### src/core/wfd_pkg.sv
// shared constants and types of the wake frame detector
package wfd_pkg;
   // ==========================================================
   // register map (byte addresses)
   localparam logic [7:0] ADDR_CTRL = 8'h00;
   localparam logic [7:0] ADDR_STA_LO = 8'h04;
   localparam logic [7:0] ADDR_STA_HI = 8'h08;
   localparam logic [7:0] ADDR_FILT_PORT = 8'h10;
   localparam logic [7:0] ADDR_FILT_BASE = 8'h20;
   localparam logic [7:0] ADDR_FILT_LAST = 8'h3C;
   // ==========================================================
   // wake control and status bits
   localparam int CTL_PAT_EN = 0;
   localparam int CTL_FRM_EN = 1;
   localparam int CTL_PAT_RCV = 4;
   localparam int CTL_FRM_RCV = 5;
   localparam int CTL_NOTIFY_PME = 8;
   // ==========================================================
   // filter table layout: words 0..3 masks, 4 commands, 5 offsets, 6..7 crcs
   localparam int NUM_FILT = 4;
   localparam int FILT_WORDS = 8;
   localparam logic [2:0] FW_CMD = 3'h4;
   localparam logic [2:0] FW_OFS = 3'h5;
   localparam logic [2:0] FW_CRC = 3'h6;
   localparam int CMD_ENABLE = 0;
   localparam int CMD_MCAST = 3;
   localparam int MASK_BITS = 31;
   localparam logic [31:0] MASK_WMASK = 32'h7FFFFFFF;
   localparam logic [31:0] CMD_WMASK = 32'h09090909;
   localparam logic [31:0] FILT_RESET = 32'h00000000;
   // ==========================================================
   // frame layout and pattern constants
   localparam logic [8:0] DA_LEN = 9'h006;
   localparam logic [8:0] HDR_LEN = 9'h00C;
   localparam logic [8:0] POS_MAX = 9'h1FF;
   localparam logic [7:0] SYNC_BYTE = 8'hFF;
   localparam logic [2:0] SYNC_LAST = 3'h5;
   localparam logic [2:0] ADDR_LAST = 3'h5;
   localparam logic [3:0] COPY_LAST = 4'hF;
   localparam logic [15:0] CRC_POLY = 16'h8005;
   localparam logic [15:0] CRC_INIT = 16'hFFFF;
   localparam logic [47:0] STA_RESET = 48'h000000000000;

   typedef enum logic [1:0] {
      WFD_HUNT = 2'b01,
      WFD_COPY = 2'b10
   } wfd_pat_e;

   typedef struct packed {
      logic valid;
      logic sof;
      logic eof;
      logic [7:0] data;
   } wfd_rx_s;
endpackage : wfd_pkg

### src/core/wfd_detector.sv
// wake-up frame filters and wake-pattern packet detector
//
// Functional notes
// - command bit 3 limits a filter to multicast when set, unicast when clear.
// - a filter only matches while its command enable bit is set.
// - the 8-bit offset gives the first crc byte; zero is first address byte.
// - crc over masked bytes equal to programmed crc means a wake frame.
// - pattern enable stops normal reception and starts pattern search.
// - a pattern hit raises the interrupt or power event, as selected.
// - a pattern hit sets the pattern received status bit.
// - clearing pattern enable resumes normal reception.
// - pattern search only in frames to own, broadcast or multicast address.
// - after the address fields, look for six bytes of all ones.
// - sixteen unbroken station address copies must follow the sync run.
// - a broken copy run restarts the search for a sync run.
// - copies may sit anywhere but need a sync run directly before.
// - multicast frames also count when they hold the sixteen copies.
// - in full power, pattern search runs only while enabled.
// - low power enables both detectors regardless of enable bits.
// - frame enable stops reception; a match sets frame received status.
// - mask bit j includes byte offset plus j in the filter crc.
//
// Design decisions made here: strobed register access and the placing of the registers.
`timescale 1ns/1ps
module wfd_detector (
   // clock and reset
   input wire logic ref_clk,
   input wire logic arst_n,
   // register port
   input wire logic [7:0] regAddr,
   input wire logic [31:0] regWdata,
   input wire logic regWr,
   input wire logic regRd,
   output logic [31:0] regRdata,
   // receive byte stream
   input wire wfd_pkg::wfd_rx_s rx,
   // power state
   input wire logic lowPower,
   // results
   output logic normalRxEn,
   output logic wakeIrq,
   output logic power_event_out
);
   // ==========================================================
   // state
   typedef struct packed {
      logic patEn;
      logic frmEn;
      logic notifyPme;
      logic patRcv;
      logic frmRcv;
      logic [47:0] station;
      logic [wfd_pkg::FILT_WORDS-1:0][31:0] filt;
      logic [2:0] filtPtr;
      logic [31:0] rdData;
      logic [8:0] byteCnt;
      logic daSta;
      logic daBc;
      logic daMc;
      wfd_pkg::wfd_pat_e patState;
      logic [2:0] ffCnt;
      logic [2:0] addrIdx;
      logic [3:0] copyCnt;
      logic [wfd_pkg::NUM_FILT-1:0][15:0] crc;
   } wfd_state_s;

   wfd_state_s s_r;
   wfd_state_s s_nxt;
   logic patActive;
   logic frmActive;
   logic [8:0] pos;
   logic patSet;
   logic frmSet;
   logic [wfd_pkg::NUM_FILT-1:0] hit;
   logic [wfd_pkg::NUM_FILT-1:0] incl;
   logic [wfd_pkg::NUM_FILT-1:0][15:0] crcIn;
   logic [wfd_pkg::NUM_FILT-1:0][15:0] crcNext;
   logic [wfd_pkg::NUM_FILT-1:0][15:0] crcAfter;

   // ==========================================================
   // modes
   assign patActive = s_r.patEn | lowPower;
   assign frmActive = s_r.frmEn | lowPower;
   assign normalRxEn = !(patActive | frmActive);
   assign pos = rx.sof ? 9'h000 : s_r.byteCnt;
   assign regRdata = s_r.rdData;
   assign wakeIrq = !s_r.notifyPme & (s_r.patRcv | s_r.frmRcv);
   assign power_event_out = s_r.notifyPme & (s_r.patRcv | s_r.frmRcv);

   // ==========================================================
   // wake-up frame filters
   for (genvar i = 0; i < wfd_pkg::NUM_FILT; i++) begin : g_filt
      logic [7:0] cmd;
      logic [7:0] ofs;
      logic [15:0] crcRef;
      logic [8:0] rel;
      logic addrOk;
      assign cmd = s_r.filt[wfd_pkg::FW_CMD][8*i +: 8];
      assign ofs = s_r.filt[wfd_pkg::FW_OFS][8*i +: 8];
      assign crcRef = s_r.filt[wfd_pkg::FW_CRC + 3'(i/2)][16*(i%2) +: 16];
      assign rel = pos - {1'b0, ofs};
      assign incl[i] = (pos >= {1'b0, ofs}) && (rel < 9'(wfd_pkg::MASK_BITS))
         && s_r.filt[i][rel[4:0]];
      assign crcIn[i] = rx.sof ? wfd_pkg::CRC_INIT : s_r.crc[i];
      wfd_crc16_byte u_crc (
         .crcIn(crcIn[i]),
         .data(rx.data),
         .crcOut(crcNext[i])
      );
      assign crcAfter[i] = incl[i] ? crcNext[i] : crcIn[i];
      assign addrOk = cmd[wfd_pkg::CMD_MCAST] ? s_r.daMc : s_r.daSta;
      assign hit[i] = cmd[wfd_pkg::CMD_ENABLE] && addrOk
         && (crcAfter[i] == crcRef);

   end

   assign frmSet = frmActive && rx.valid && rx.eof && (|hit);

   // ==========================================================
   // next state
   always_comb begin
      logic [7:0] staByte;
      logic found;
      s_nxt = s_r;
      staByte = 8'h00;
      found = 1'b0;
      patSet = 1'b0;

      // receive path
      if (rx.valid) begin
         s_nxt.byteCnt = (pos == wfd_pkg::POS_MAX) ? pos : pos + 9'h001;
         for (int i = 0; i < wfd_pkg::NUM_FILT; i++) begin
            s_nxt.crc[i] = crcAfter[i];
         end
         if (pos < wfd_pkg::DA_LEN) begin
            staByte = s_r.station[8*pos[2:0] +: 8];
            s_nxt.daSta = (rx.sof | s_r.daSta) & (rx.data == staByte);
            s_nxt.daBc = (rx.sof | s_r.daBc) & (rx.data == wfd_pkg::SYNC_BYTE);
            if (rx.sof) begin
               s_nxt.daMc = rx.data[0];
            end
         end
         if (pos < wfd_pkg::HDR_LEN) begin
            // addresses are never part of the pattern
            s_nxt.patState = wfd_pkg::WFD_HUNT;
            s_nxt.ffCnt = 3'h0;
            s_nxt.addrIdx = 3'h0;
            s_nxt.copyCnt = 4'h0;
         end else begin
            staByte = s_r.station[8*s_r.addrIdx +: 8];
            case (s_r.patState)
               wfd_pkg::WFD_HUNT: begin
                  if (rx.data == wfd_pkg::SYNC_BYTE) begin
                     if (s_r.ffCnt == wfd_pkg::SYNC_LAST) begin
                        s_nxt.patState = wfd_pkg::WFD_COPY;
                        s_nxt.ffCnt = 3'h0;
                        s_nxt.addrIdx = 3'h0;
                        s_nxt.copyCnt = 4'h0;
                     end else begin
                        s_nxt.ffCnt = s_r.ffCnt + 3'h1;
                     end
                  end else begin
                     s_nxt.ffCnt = 3'h0;
                  end
               end
               wfd_pkg::WFD_COPY: begin
                  if (rx.data == staByte) begin
                     if (s_r.addrIdx == wfd_pkg::ADDR_LAST) begin
                        s_nxt.addrIdx = 3'h0;
                        if (s_r.copyCnt == wfd_pkg::COPY_LAST) begin
                           found = 1'b1;
                           s_nxt.patState = wfd_pkg::WFD_HUNT;
                        end else begin
                           s_nxt.copyCnt = s_r.copyCnt + 4'h1;
                        end
                     end else begin
                        s_nxt.addrIdx = s_r.addrIdx + 3'h1;
                     end
                  end else if (rx.data == wfd_pkg::SYNC_BYTE && s_r.addrIdx == 3'h0
                               && s_r.copyCnt == 4'h0) begin
                     // sync run longer than six bytes
                     s_nxt.patState = wfd_pkg::WFD_COPY;
                  end else begin
                     // broken copy run: hunt again
                     s_nxt.patState = wfd_pkg::WFD_HUNT;
                     s_nxt.addrIdx = 3'h0;
                     s_nxt.copyCnt = 4'h0;
                     s_nxt.ffCnt = (rx.data == wfd_pkg::SYNC_BYTE) ? 3'h1 : 3'h0;
                  end
               end
               default: begin
                  s_nxt.patState = wfd_pkg::WFD_HUNT;
               end
            endcase
         end
         patSet = found && patActive
            && (s_r.daSta || s_r.daBc || s_r.daMc);
      end

      // register writes
      if (regWr) begin
         if (regAddr == wfd_pkg::ADDR_CTRL) begin
            s_nxt.patEn = regWdata[wfd_pkg::CTL_PAT_EN];
            s_nxt.frmEn = regWdata[wfd_pkg::CTL_FRM_EN];
            s_nxt.notifyPme = regWdata[wfd_pkg::CTL_NOTIFY_PME];
            s_nxt.patRcv = s_r.patRcv & !regWdata[wfd_pkg::CTL_PAT_RCV];
            s_nxt.frmRcv = s_r.frmRcv & !regWdata[wfd_pkg::CTL_FRM_RCV];
         end else if (regAddr == wfd_pkg::ADDR_STA_LO) begin
            s_nxt.station[31:0] = regWdata;
         end else if (regAddr == wfd_pkg::ADDR_STA_HI) begin
            s_nxt.station[47:32] = regWdata[15:0];
         end else if (regAddr == wfd_pkg::ADDR_FILT_PORT) begin
            // sequential loading port walks the eight table words
            s_nxt.filt[s_r.filtPtr] = regWdata & ((s_r.filtPtr < wfd_pkg::FW_CMD)
               ? wfd_pkg::MASK_WMASK : (s_r.filtPtr == wfd_pkg::FW_CMD)
               ? wfd_pkg::CMD_WMASK : 32'hFFFFFFFF);
            s_nxt.filtPtr = s_r.filtPtr + 3'h1;
         end else if (regAddr >= wfd_pkg::ADDR_FILT_BASE && regAddr <= wfd_pkg::ADDR_FILT_LAST
                      && regAddr[1:0] == 2'b00) begin
            s_nxt.filt[regAddr[4:2]] = regWdata & ((regAddr[4:2] < wfd_pkg::FW_CMD)
               ? wfd_pkg::MASK_WMASK : (regAddr[4:2] == wfd_pkg::FW_CMD)
               ? wfd_pkg::CMD_WMASK : 32'hFFFFFFFF);
         end
      end

      // status set wins over clear
      if (patSet) begin
         s_nxt.patRcv = 1'b1;
      end
      if (frmSet) begin
         s_nxt.frmRcv = 1'b1;
      end

      // register reads
      s_nxt.rdData = 32'h00000000;
      if (regRd) begin
         if (regAddr == wfd_pkg::ADDR_CTRL) begin
            s_nxt.rdData[wfd_pkg::CTL_PAT_EN] = s_r.patEn;
            s_nxt.rdData[wfd_pkg::CTL_FRM_EN] = s_r.frmEn;
            s_nxt.rdData[wfd_pkg::CTL_PAT_RCV] = s_r.patRcv;
            s_nxt.rdData[wfd_pkg::CTL_FRM_RCV] = s_r.frmRcv;
            s_nxt.rdData[wfd_pkg::CTL_NOTIFY_PME] = s_r.notifyPme;
         end else if (regAddr == wfd_pkg::ADDR_STA_LO) begin
            s_nxt.rdData = s_r.station[31:0];
         end else if (regAddr == wfd_pkg::ADDR_STA_HI) begin
            s_nxt.rdData[15:0] = s_r.station[47:32];
         end else if (regAddr == wfd_pkg::ADDR_FILT_PORT) begin
            s_nxt.rdData[2:0] = s_r.filtPtr;
         end else if (regAddr >= wfd_pkg::ADDR_FILT_BASE && regAddr <= wfd_pkg::ADDR_FILT_LAST
                      && regAddr[1:0] == 2'b00) begin
            s_nxt.rdData = s_r.filt[regAddr[4:2]];
         end
      end
   end

   // ==========================================================
   // registers
   always_ff @(posedge ref_clk or negedge arst_n) begin
      if (!arst_n) begin
         s_r <= '{
            patEn: 1'b0, frmEn: 1'b0, notifyPme: 1'b0, patRcv: 1'b0, frmRcv: 1'b0,
            station: wfd_pkg::STA_RESET,
            filt: {wfd_pkg::FILT_WORDS{wfd_pkg::FILT_RESET}},
            filtPtr: 3'h0, rdData: 32'h00000000, byteCnt: 9'h000,
            daSta: 1'b0, daBc: 1'b0, daMc: 1'b0,
            patState: wfd_pkg::WFD_HUNT, ffCnt: 3'h0, addrIdx: 3'h0, copyCnt: 4'h0,
            crc: {wfd_pkg::NUM_FILT{wfd_pkg::CRC_INIT}}
         };
      end else begin
         s_r <= s_nxt;
      end
   end
endmodule : wfd_detector

### src/core/wfd_crc16_byte.sv
// one-byte update of the wake filter crc-16
`timescale 1ns/1ps
module wfd_crc16_byte (
   // running value and byte
   input wire logic [15:0] crcIn,
   input wire logic [7:0] data,
   // updated value
   output logic [15:0] crcOut
);
   always_comb begin
      logic [15:0] c;
      logic fb;
      c = crcIn;
      fb = 1'b0;
      for (int k = 7; k >= 0; k--) begin
         fb = c[15] ^ data[k];
         c = {c[14:0], 1'b0} ^ (fb ? wfd_pkg::CRC_POLY : 16'h0000);
      end
      crcOut = c;
   end
endmodule : wfd_crc16_byte

### config.mk
export PLATFORM = sky130hd
export DESIGN_NAME = wfd_detector
export DESIGN_NICKNAME = d
export VERILOG_FILES = /design/src/core/wfd_pkg.sv /design/src/core/wfd_detector.sv /design/src/core/wfd_crc16_byte.sv
export SDC_FILE = /design/constraint.sdc
export NUM_CORES = 1
export LEC_CHECK = 0
export CAP_MARGIN = 40
export CORE_ASPECT_RATIO = 0.5
export CORE_UTILIZATION = 50
export CTS_CLUSTER_SIZE = 25
export DETAILED_ROUTE_END_ITERATION = 7
export DONT_BUFFER_PORTS = 1
export MAX_ROUTING_LAYER = met4
export SLEW_MARGIN = 25
export SYNTH_ARGS = -nofsm -noshare
export SYNTH_HDL_FRONTEND = slang
export SYNTH_HIERARCHICAL = 1
export SYNTH_SLANG_ARGS = --single-unit
### constraint.sdc
create_clock -name ref_clk -period 7.9 [get_ports ref_clk]
set_input_delay 0.79 -clock ref_clk [delete_from_list [all_inputs] [get_ports ref_clk]]
set_output_delay 0.79 -clock ref_clk [all_outputs]
set_load 0.01 [all_outputs]
[Word-level counts from Yosys, hierarchy flattened]
Index checks and enable logic that the tools add are counted.
Storage, ports and cells
  bits in registers: 432
  input port bits: 56
  output and inout bits: 35
Cells by class
  add/subtract/negate cells: 9
  magnitude comparators: 22
  equality and inequality tests: 26
  shifts and indexed selects: 2
  multiplexer cells: 119
  bitwise logic cells: 81
  reduce and logical (&&, ||, !) cells: 57
Operators with widths (count)
  $mux W16: 44
  $mux W259: 2
  $bwmux W256: 2
  $mux W256: 2
  $xor A16 B16 Y16: 32
  $mux W32: 11
  $mux W309: 1
  $mux W307: 1
  $demux W32 S3: 2
  $bmux W32 S3: 1
  $shiftx A48 B7 Y8: 2
  $and A32 B32 Y32: 2
  $eq A16 B16 Y1: 4
  $ge A9 B8 Y1: 4
  $lt A9 B5 Y1 const B: 4
  $sub A9 B8 Y9: 4
  $xor A1 B1 Y1: 32
  $mux W29: 1
  $logic_and A1 B1 Y1: 27
  $lt A5 B6 Y1 const B: 4
  $mux W23: 1
  $mux W2: 11
  $mux W7: 3
  $bmux W1 S5: 4
  other kinds (47): 115

[Longest topological paths before layout]
Gate-level depths: netlist of run 1.
  word-level depth: 32
  mapped depth: 24

[Modules after synthesis]
The synthesis of run 1 kept the hierarchy.
Modules (own cells, without submodules)
  wfd_detector: times used 1, cells each 2336, area an instance 25630.8 um2
  wfd_crc16_byte: times used 4, cells each 29, area an instance 309.0 um2

[Least setup slack after synthesis of run 1]
No wires, ideal clock.
  path kind: input-to-reg
  start: input port rx[9] (netlist bit)
  end: register s_r[427] (netlist bit)
  library setup time: 139 ps
  arrival time: 5320 ps
  required time: 7761 ps
  setup slack: 2441 ps
  stages on the path: 23
  path buffers: 7
  path through: buf_6 clkbuf_1 clkbuf_1 clkbuf_1 nor2_1 inv_1 clkbuf_1 ha_1 inv_1 ha_1 or3_1 and3_4 or2_1 o2111ai_1 nand4b_1 or3_1 buf_6 buf_6 mux2i_1 xor2_1 nand4_1 o41ai_1 or4_1
Between the ends
  cells in the longest elaborated chain, start to end: 32
  elaborated cells on any way between the ends: 147
  those cells by class: 4 x add/sub; 8 x order compare; 4 x eq/ne; 50 x mux; 64 x bitwise; 17 x reduce/logical
RTL lines
  from (decl): RTL line wfd_detector.sv:36  | input wire wfd_pkg::wfd_rx_s rx,
  $mux W16: RTL line wfd_detector.sv:104  | assign crcIn[i] = rx.sof ? wfd_pkg::CRC_INIT : s_r.crc[i];
  $xor A1 B1 Y1: RTL line wfd_crc16_byte.sv:16  | fb = c[15] ^ data[k];
  $mux W16: RTL line wfd_crc16_byte.sv:17  | c = {c[14:0], 1'b0} ^ (fb ? wfd_pkg::CRC_POLY : 16'h0000);
  $xor A16 B16 Y16: RTL line wfd_crc16_byte.sv:17
  $xor A1 B1 Y1: RTL line wfd_crc16_byte.sv:16
  $mux W16: RTL line wfd_crc16_byte.sv:17
  $xor A16 B16 Y16: RTL line wfd_crc16_byte.sv:17
  $xor A1 B1 Y1: RTL line wfd_crc16_byte.sv:16
  [... 16 more ...]
  $xor A16 B16 Y16: RTL line wfd_crc16_byte.sv:17
  $mux W16: RTL line wfd_detector.sv:110  | assign crcAfter[i] = incl[i] ? crcNext[i] : crcIn[i];
  $eq A16 B16 Y1: RTL line wfd_detector.sv:113  | && (crcAfter[i] == crcRef);
  $logic_and A1 B1 Y1: RTL line wfd_detector.sv:113
  $reduce_or A4 Y1 *: RTL line wfd_detector.sv:117  | assign frmSet = frmActive && rx.valid && rx.eof && (|hit);
  $logic_and A1 B1 Y1 *: RTL line wfd_detector.sv:117
  $reduce_bool A2 Y1 (no line)
  $reduce_and A2 Y1 (no line)
  to (signal assigned): RTL line wfd_detector.sv:260  | s_r <= '{
  to (signal assigned): RTL line wfd_detector.sv:270  | s_r <= s_nxt;
  to (decl): RTL line wfd_detector.sv:67  | wfd_state_s s_r;
Mark *: on every way between the ends. The rest lies on a longest branch, timed or not. The select of a mux whose other input is x is not followed.
A chain may end at the register's enable or synchronous reset.

[Worst setup path in the final report of run 1]
  start: register s_r[79] (netlist bit)
  end: register s_r[427] (netlist bit)
Between the ends
  cells in the longest elaborated chain, start to end: 12
  elaborated cells on any way between the ends: 47
  those cells by class: 4 x add/sub; 8 x order compare; 4 x eq/ne; 14 x mux; 17 x reduce/logical
RTL lines
  $mux W9 *: RTL line wfd_detector.sv:85  | assign pos = rx.sof ? 9'h000 : s_r.byteCnt;
  $sub A9 B8 Y9: RTL line wfd_detector.sv:101  | assign rel = pos - {1'b0, ofs};
  $lt A9 B5 Y1 or $bmux W1 S5 (tied branches): RTL line wfd_detector.sv:102, wfd_detector.sv:103
  $logic_and A1 B1 Y1 or $mux W1 (tied branches): RTL line wfd_detector.sv:102, wfd_detector.sv:103
  $logic_and A1 B1 Y1: RTL line wfd_detector.sv:103  | && s_r.filt[i][rel[4:0]];
  $mux W16: RTL line wfd_detector.sv:110
  $eq A16 B16 Y1: RTL line wfd_detector.sv:113
  $logic_and A1 B1 Y1: RTL line wfd_detector.sv:113
  $reduce_or A4 Y1 *: RTL line wfd_detector.sv:117
  $logic_and A1 B1 Y1 *: RTL line wfd_detector.sv:117
  $reduce_bool A2 Y1 (no line)
  $reduce_and A2 Y1 (no line)
Marks and branches as above.

==> summary.txt, run 1 <==
Worst setup path
  • Reg-to-reg slack, setup: 1.34 ns
  • Startpoint types: flop
  • CP endpoint: s_r[427]$_DFFE_PN0P_
  • Worst r2r src: s_r[79]$_DFFE_PN0P_
  • CP endpoint kind: flop
  • RR Endpoint: s_r[427]$_DFFE_PN0P_
  • WS Path Type: reg2reg
  • Worst R2R Path Depth: 18
  • Worst Setup SP: s_r[79]$_DFFE_PN0P_
  • Crit path DAT: 7.09 ns
  • Max FO, Critical Path: 20
  • Required time of the critical path: 8.44 ns

Timing
  • Final Cycle Share: 83.0%
  • Setup TNS: 0 ns
  • Final setup violation count: 0
  • Max frequency: 153 MHz
  • Final hold viol count: 0
  • Worst Slack Setup Final: 1.34 ns
  • Slew of the pin with the lowest slew margin: about 1.1 ns
  • Hold Slack: 0.0369 ns
  • Skew final: 0.0271 ns
  • Unrepaired setup endpoints after global routing: no
  • Final min period: 6.56 ns
  • Slew Viols, Final: 0
  • Worst relative slew slack: 24.2%

Die
  • Die W: 330 µm
  • CORE AREA: 0.0525 mm²
  • Area of the die: 0.0547 mm²
  • # rows: 59
  • Initial Util: between 50% and 60%
  • Die height: 166 µm
  • Num ports: 91

Cells and area
  • Nets@finish: 2,398
  • FF+latch area: approximately 0.011 mm²
  • Fraction of layout cells with a size suffix above 1: 27.4%
  • Multi-input gate area: 0.0147 mm²
  • Core Util, Final: 54.7%
  • Fillers: 4,523
  • Layout area overhead: 6.90%

Logic synthesis
  • Syn Nets: between 2k and 3k
  • Synth cell types: 90
  • EDFF count, synth: 0
  • Sequential share of the synthesized area: roughly two fifths
  • Primary FF master, synth: dfrtp_1
  • Post-Syn Area: 0.0269 mm²
  • Synth async-reset ratio: 100%
  • Avg Inst Size Synth: 11.0 µm²
  • FF+latch count, synth: between 400 and 500
  • Yosys warning total: 6
  • Synth Instances: 2,452

Routing
  • Post-route ant nets: 0
  • Final WL: 94,000 µm
  • Vias per cell: 6.71
  • Pre-antenna DRT Iters: 6
  • First DRT Iteration DRCs: 2,366
  • Post-route DRC: 0
  • Drt wl/cell: 30.8 µm
  • Via count: around 20k

Pwr
  • Total power: about 0.0064 W
  • Leakage: 12.4 nW
  • Pwr dens: 223 mW/mm²
  • VDD IR max: 0.217 mV

Hold path
  • Min-delay worst type: in2async

Clock tree
  • Worst-Skew Late Latency: 0.60 ns
  • Clock-pin slew on the worst setup and hold paths: 0.07 ns
  • # resized after CTS: 0
  • CTS tree: yes
  • CTS buffer count: 43
  • Clock Path Buffers: 3
  • Root Buffer: clkbuf_16
  • H-tree levels: 2
  • Clock sink count: roughly 430

Global routing
  • Vias in the first global route: 19.1k
  • Pin count of the biggest net entering global routing: between 400 and 500
  • Tot GR Track Use: about 35%
  • Antenna violations before repair: 5
  • Final global-route overflow total: 0
  • First-pass GRT wire length: 137,000 µm

Place
  • Place WS: 1.58 ns
  • Placer congestion estimate: 0.978
  • DP Wirelength: around 66,000 µm
  • PortBufs: 0

Run status
  • Outcome: complete, no violations

Job
  • Max Cap Violations: 0
## critical path, stage by stage (launching register included)
cell	delay, ns
dfrtp_1	0.56
inv_1	0.17
nor2_2	0.04
buf_4	0.21
inv_1	0.58
ha_1	0.40
inv_1	0.10
ha_1	0.75
mux4_2	0.38
inv_1	0.11
o2111ai_1	0.21
nand4b_1	0.54
or3_1	0.87
mux2i_1	0.35
xor2_1	0.18
nand4_1	0.11
o41ai_1	0.46
clkdlybuf4s15_2	0.33
or4_1	0.12
## cell families after synthesis
logic type,share of synthesized area (%)
compound gates,14.4
xor+xnor,6.69
fa+ha+maj,1.29
buf+inv,5.08
flops,40.5
mux,20.6
simple gates,11.5
## synth_stat cells, types with 29 or more instances
cell type | n | share of area (%)
buf_1 | 48 | 0.67
buf_4 | 55 | 1.5
nand2b_1 | 37 | 0.86
clkbuf_1 | 106 | 1.5
nand2_1 | 132 | 1.8
nand3_1 | 38 | 0.71
xor2_1 | 80 | 2.6
nor2_1 | 147 | 2.1
inv_1 | 64 | 0.89
mux4_2 | 95 | 8.0
mux2_2 | 232 | 9.7
dfstp_2 | 65 | 6.4
nor3_1 | 29 | 0.54
o21ai_0 | 47 | 0.88
dfrtp_1 | 367 | 34
o22a_1 | 74 | 2.4
xnor2_1 | 63 | 2.1
a21oi_1 | 95 | 1.8
or2_2 | 81 | 1.9
a22o_1 | 96 | 3.1
mux2i_1 | 77 | 2.9
## worst min-delay path by stage
stage	start	to	slack [ns]	cells after the start
finish	arst_n	asynchronous set/reset pin	0.04	0
global route	arst_n	asynchronous set/reset pin	0.003	0
CTS	arst_n	s_r[71]$_DFFE_PN0P_	-0.08	0
detailed placement	flop	flop	0.47	1
global placement	flop	flop	0.47	1
floorplan	flop	flop	0.45	1
## per-layer routing
metal / GRT usage (%) / part of all wire (%) / vias up
met5: - / 0 / -
met4: 8.23 / 2.5 / 0
met3: 11.9 / 12 / 149
met2: 46.5 / 40 / 1063
met1: 51.8 / 45 / 10516
li1: - / - / 8759
## metrics by stage
step | area (µm²) | cells
CTS | 28600 | 3047
detailed placement | 27100 | 2967
finish | 28700 | 3055
global route | 28700 | 3055
floorplan | 26900 | 2452
global placement | 26900 | 2954
## placed cells by master (no fill, tap or decap), types with 37 or more instances in the layout
cell type  synthesis  final
a21oi_1           95     95
mux2i_1           77     77
a22o_1            96     96
mux2_2           232    232
nand3_1           38     38
o22a_1            74     74
mux4_2            95     95
nand2_1          132    132
nor2_1           147    139
inv_1             64     64
dfrtp_1          367    367
o21ai_0           47     47
buf_4             55     38
clkbuf_16          0     44
nand2b_1          37     37
xnor2_1           63     63
xor2_1            80     80
or2_2             81     81
dfstp_2           65     65
## power breakdown
group / switching, W / internal (W) / leakage (nW)
Sequential: 0.000176 / 0.00242 / 5.75
Combinational: 0.000884 / 0.000681 / 5.91
Clock: 0.000955 / 0.00129 / 0.735
Total: 0.00202 / 0.00440 / 12.4
## area by class of cell
type | instances | area share [%]
diodes | 3 | 0.0261
clock buffers | 62 | 4.31
clock inverters | 18 | 0.919
inverters | 65 | 0.850
multi-input cells | 1725 | 51.2
flip-flops and latches | 432 | 37.9
well taps | 701 | 3.05
repair buffers | 49 | 1.73
## what timing repair did
item                                    CTS  global route
endpoints found under the setup margin    0             0
setup buffers                             0             0
endpoints found under the hold margin   367            92
Note: power is estimated with default switching activity, not from simulation.
==> run 2: changes to the inputs <==
- clock period: 7.9 -> 6.35 ns (I/O delays scaled with it)
==> summary.txt, run 2 (synthesis results as in run 1) <==
Timing
  • Unrepaired setup endpoints after global routing: no (unchanged)
  • Final min period: 5.55 ns (was 6.56 ns)
  • Final Cycle Share: 87.4% (was 83.0%)
  • Final hold viol count: 126 (was 0)
  • Slew Viols, Final: 173 (was 0)
  • Max frequency: 180 MHz (was 153 MHz)
  • Slew of the pin with the lowest slew margin: 1.70 ns (was 1.14 ns)
  • Final setup violation count: 0 (unchanged)
  • Worst relative slew slack: -13.1% (was 24.2%)
  • Setup TNS: 0 ns (unchanged)
  • Skew final: 0.0198 ns (was 0.0271 ns)
  • Hold Slack: -0.240 ns (was 0.0369 ns)

Global routing
  • Antenna violations before repair: 5 (unchanged)
  • First-pass GRT wire length: 138,000 µm (was 137,000 µm)
  • Pin count of the biggest net entering global routing: 433 (unchanged)
  • Vias in the first global route: 19.3k (was 19.1k)
  • Final global-route overflow total: 0 (unchanged)
  • Tot GR Track Use: 35.7% (was 35.4%)

Place
  • Post-detailed-placement cell area: 0.0271 mm² (about the same)
  • Placer congestion estimate: 0.985 (was 0.978)
  • PortBufs: 0 (unchanged)
  • DP Wirelength: 67,100 µm (was 66,200 µm)
  • Placed Cells: 2,970 (was 2,967)

Pwr
  • Sw power: 0.00247 W (was 0.00202 W)
  • Power Internal: 0.00535 W (was 0.00440 W)
  • Leakage: 12.4 nW (about the same)
  • Clk pwr share: 34.2% (was 35.1%)
  • Sequential power share: 41.4% (was 40.5%)
  • Switching share of power: 31.5% (was 31.4%)
  • Pwr dens: 273 mW/mm² (was 223 mW/mm²)
  • Gate power share: 24.4% (about the same)
  • VDD IR max: 0.250 mV (was 0.217 mV)

Run status
  • Outcome: complete, but fails checks (was complete, no violations)
  • Failing checks: hold timing, slew limit

Worst setup path
  • Crit path max-delay family: simple AND/OR/NAND/NOR gates (unchanged)
  • CP max stage delay: 0.69 ns (was 0.87 ns)
  • Slowest stage cell, crit path: dfrtp_1 (was or3_1)
  • Required time of the critical path: 6.87 ns (was 8.44 ns)
  • WS Path Type: reg2reg (unchanged)
  • CP endpoint kind: flop (unchanged)
  • Crit path DAT: 6.06 ns (was 7.09 ns)
  • CP bufs+invs: 5 (was 6)
  • Cell mode on critical path: inv_1 (unchanged)
  • Startpoint types: flop (unchanged)
  • Max FO, Critical Path: 20 (unchanged)
  • CP Cell Sequence: inv_1 -> nor2_2 -> inv_1 -> ha_1 -> inv_1 -> ha_1 -> nand2b_1 -> a211oi_1 -> nand3_1 -> a2111o_1 -> o211ai_1 -> nand4_1 -> nor3_2 -> buf_4 -> mux2i_1 -> xor2_1 -> nand4_1 -> nor4_2 -> clkbuf_4 -> or4_1 (was inv_1 -> nor2_2 -> buf_4 -> inv_1 -> ha_1 -> inv_1 -> ha_1 -> mux4_2 -> inv_1 -> o2111ai_1 -> nand4b_1 -> or3_1 -> mux2i_1 -> xor2_1 -> nand4_1 -> o41ai_1 -> clkdlybuf4s15_2 -> or4_1)

Die
  • Num ports: 91 (unchanged)
  • # rows: 59 (unchanged)
  • CORE AREA: 0.0525 mm² (unchanged)
  • Area of the die: 0.0547 mm² (unchanged)
  • Die W: 330 µm (unchanged)
  • Initial Util: 51.2% (unchanged)
  • Die height: 166 µm (unchanged)

Clock tree
  • Clock sink count: 432 (unchanged)
  • Worst-Skew Late Latency: 0.59 ns (was 0.60 ns)
  • CTS tree: yes (unchanged)
  • Clock-pin slew on the worst setup and hold paths: 0.06 ns (was 0.07 ns)
  • CTS buffer count: 42 (was 43)
  • Clock Path Buffers: 3 (unchanged)
  • H-tree levels: 2 (unchanged)
  • Root Buffer: clkbuf_16 (unchanged)

Routing
  • Via count: 20.5k (about the same)
  • Vias per cell: 6.70 (was 6.71)
  • Drt wl/cell: 30.8 µm (about the same)
  • Post-route ant nets: 0 (unchanged)
  • Final WL: 94,100 µm (was 94,000 µm)
  • Post-route DRC: 0 (unchanged)
  • First DRT Iteration DRCs: 2,361 (was 2,366)
  • Pre-antenna DRT Iters: 6 (unchanged)

Cells and area
  • Nets@finish: 2,400 (was 2,398)
  • Final cell count without fillers: 3,054 (was 3,055)
  • Fraction of layout cells with a size suffix above 1: 27.8% (was 27.4%)
  • Commonest non-fill, non-tap cells in the layout: dfrtp_1, mux2_2, nor2_1 (unchanged)
  • Commonest non-fill, non-tap cell in the layout: dfrtp_1 (unchanged)
  • Final Cell Area: 0.0286 mm² (was 0.0287 mm²)
  • Layout area overhead: 6.55% (was 6.90%)
  • Core Util, Final: 54.5% (was 54.7%)

Hold path
  • Min-delay worst type: in2async (unchanged)

Job
  • Max Cap Violations: 0 (unchanged)
[run 2: changes by cell type in the layout (fill, tap and decap cells not counted), moves of 2 or more]
cell and change:
clkinv_2 +7, clkbuf_8 -3, clkbuf_1 -5, clkbuf_4 +2, nor2_2 +2, buf_16 -2
[run 2: per-stage QoR]
stage               setup slack [ns]  power (W)  hold WS [ns]
detailed placement             0.696    0.00515         0.367
global route                   0.477    0.00813        -0.258
finish                         0.800    0.00782        -0.240
floorplan                       1.05    0.00472         0.339
CTS                            0.645    0.00782        -0.250
global placement               0.143    0.00512         0.367
[run 2: final cells by class]
| class | count | area, µm² |
|---|---|---|
| Antenna cell | 2 | 5.00 |
| Clock buffer | 53 | 1150 |
| Clock inverter | 24 | 260 |
| Fill cell | 4552 | 23900 |
| Inverter | 65 | 244 |
| Multi-Input combinational cell | 1725 | 14700 |
| Sequential cell | 432 | 10900 |
| Tap cell | 701 | 877 |
| Timing Repair Buffer | 52 | 483 |
[run 2: worst register-to-register path, stage by stage, from the launching register on]
cell and delay [ns]:
dfrtp_1 0.69, inv_1 0.15, nor2_2 0.13, inv_1 0.16, ha_1 0.30, inv_1 0.08, ha_1 0.25, nand2b_1 0.10
a211oi_1 0.28, nand3_1 0.23, a2111o_1 0.46, o211ai_1 0.10, nand4_1 0.43, nor3_2 0.31, buf_4 0.30, mux2i_1 0.33
xor2_1 0.28, nand4_1 0.18, nor4_2 0.34, clkbuf_4 0.26, or4_1 0.14
[run 2: timing repair]
action | CTS | global route
resized for setup | 0 | 0
buffers inserted | 0 | 0
hold endpoints to repair | 389 | 398
[run 2: power groups by stage]
stage | Sequential [W] | Clock, W | Combinational [W]
finish | 0.00324 | 0.00267 | 0.00191
global route | 0.00326 | 0.00282 | 0.00205
CTS | 0.00322 | 0.00272 | 0.00188
detailed placement | 0.00327 | 0 | 0.00187
floorplan | 0.00316 | 0 | 0.00156
global placement | 0.00327 | 0 | 0.00185
[run 2: metal layers]
metal / up-vias / GRT usage, % / wire [µm]
li1: 8736 / - / -
met1: 10640 / 52.5 / 42600
met2: 954 / 47.3 / 38400
met3: 139 / 11.5 / 11000
met4: 0 / 7.85 / 2100
met5: - / - / 0
[run 2: worst paths after layout]
path / start / to / slack (ns) / cells after the start
max: s_r[79]$_DFFE_PN0P_ / s_r[427]$_DFFE_PN0P_ / 0.80 / 20
min: arst_n / s_r[427]$_DFFE_PN0P_ / -0.24 / 0
max reg2reg: s_r[79]$_DFFE_PN0P_ / s_r[427]$_DFFE_PN0P_ / 0.80 / 20
min reg2reg: flop / flop / 0.49 / 1
max in group asynchronous: arst_n / asynchronous set/reset pin / 5.26 / 0
min in group ref_clk: regWdata[25] / flop / 0.18 / 1
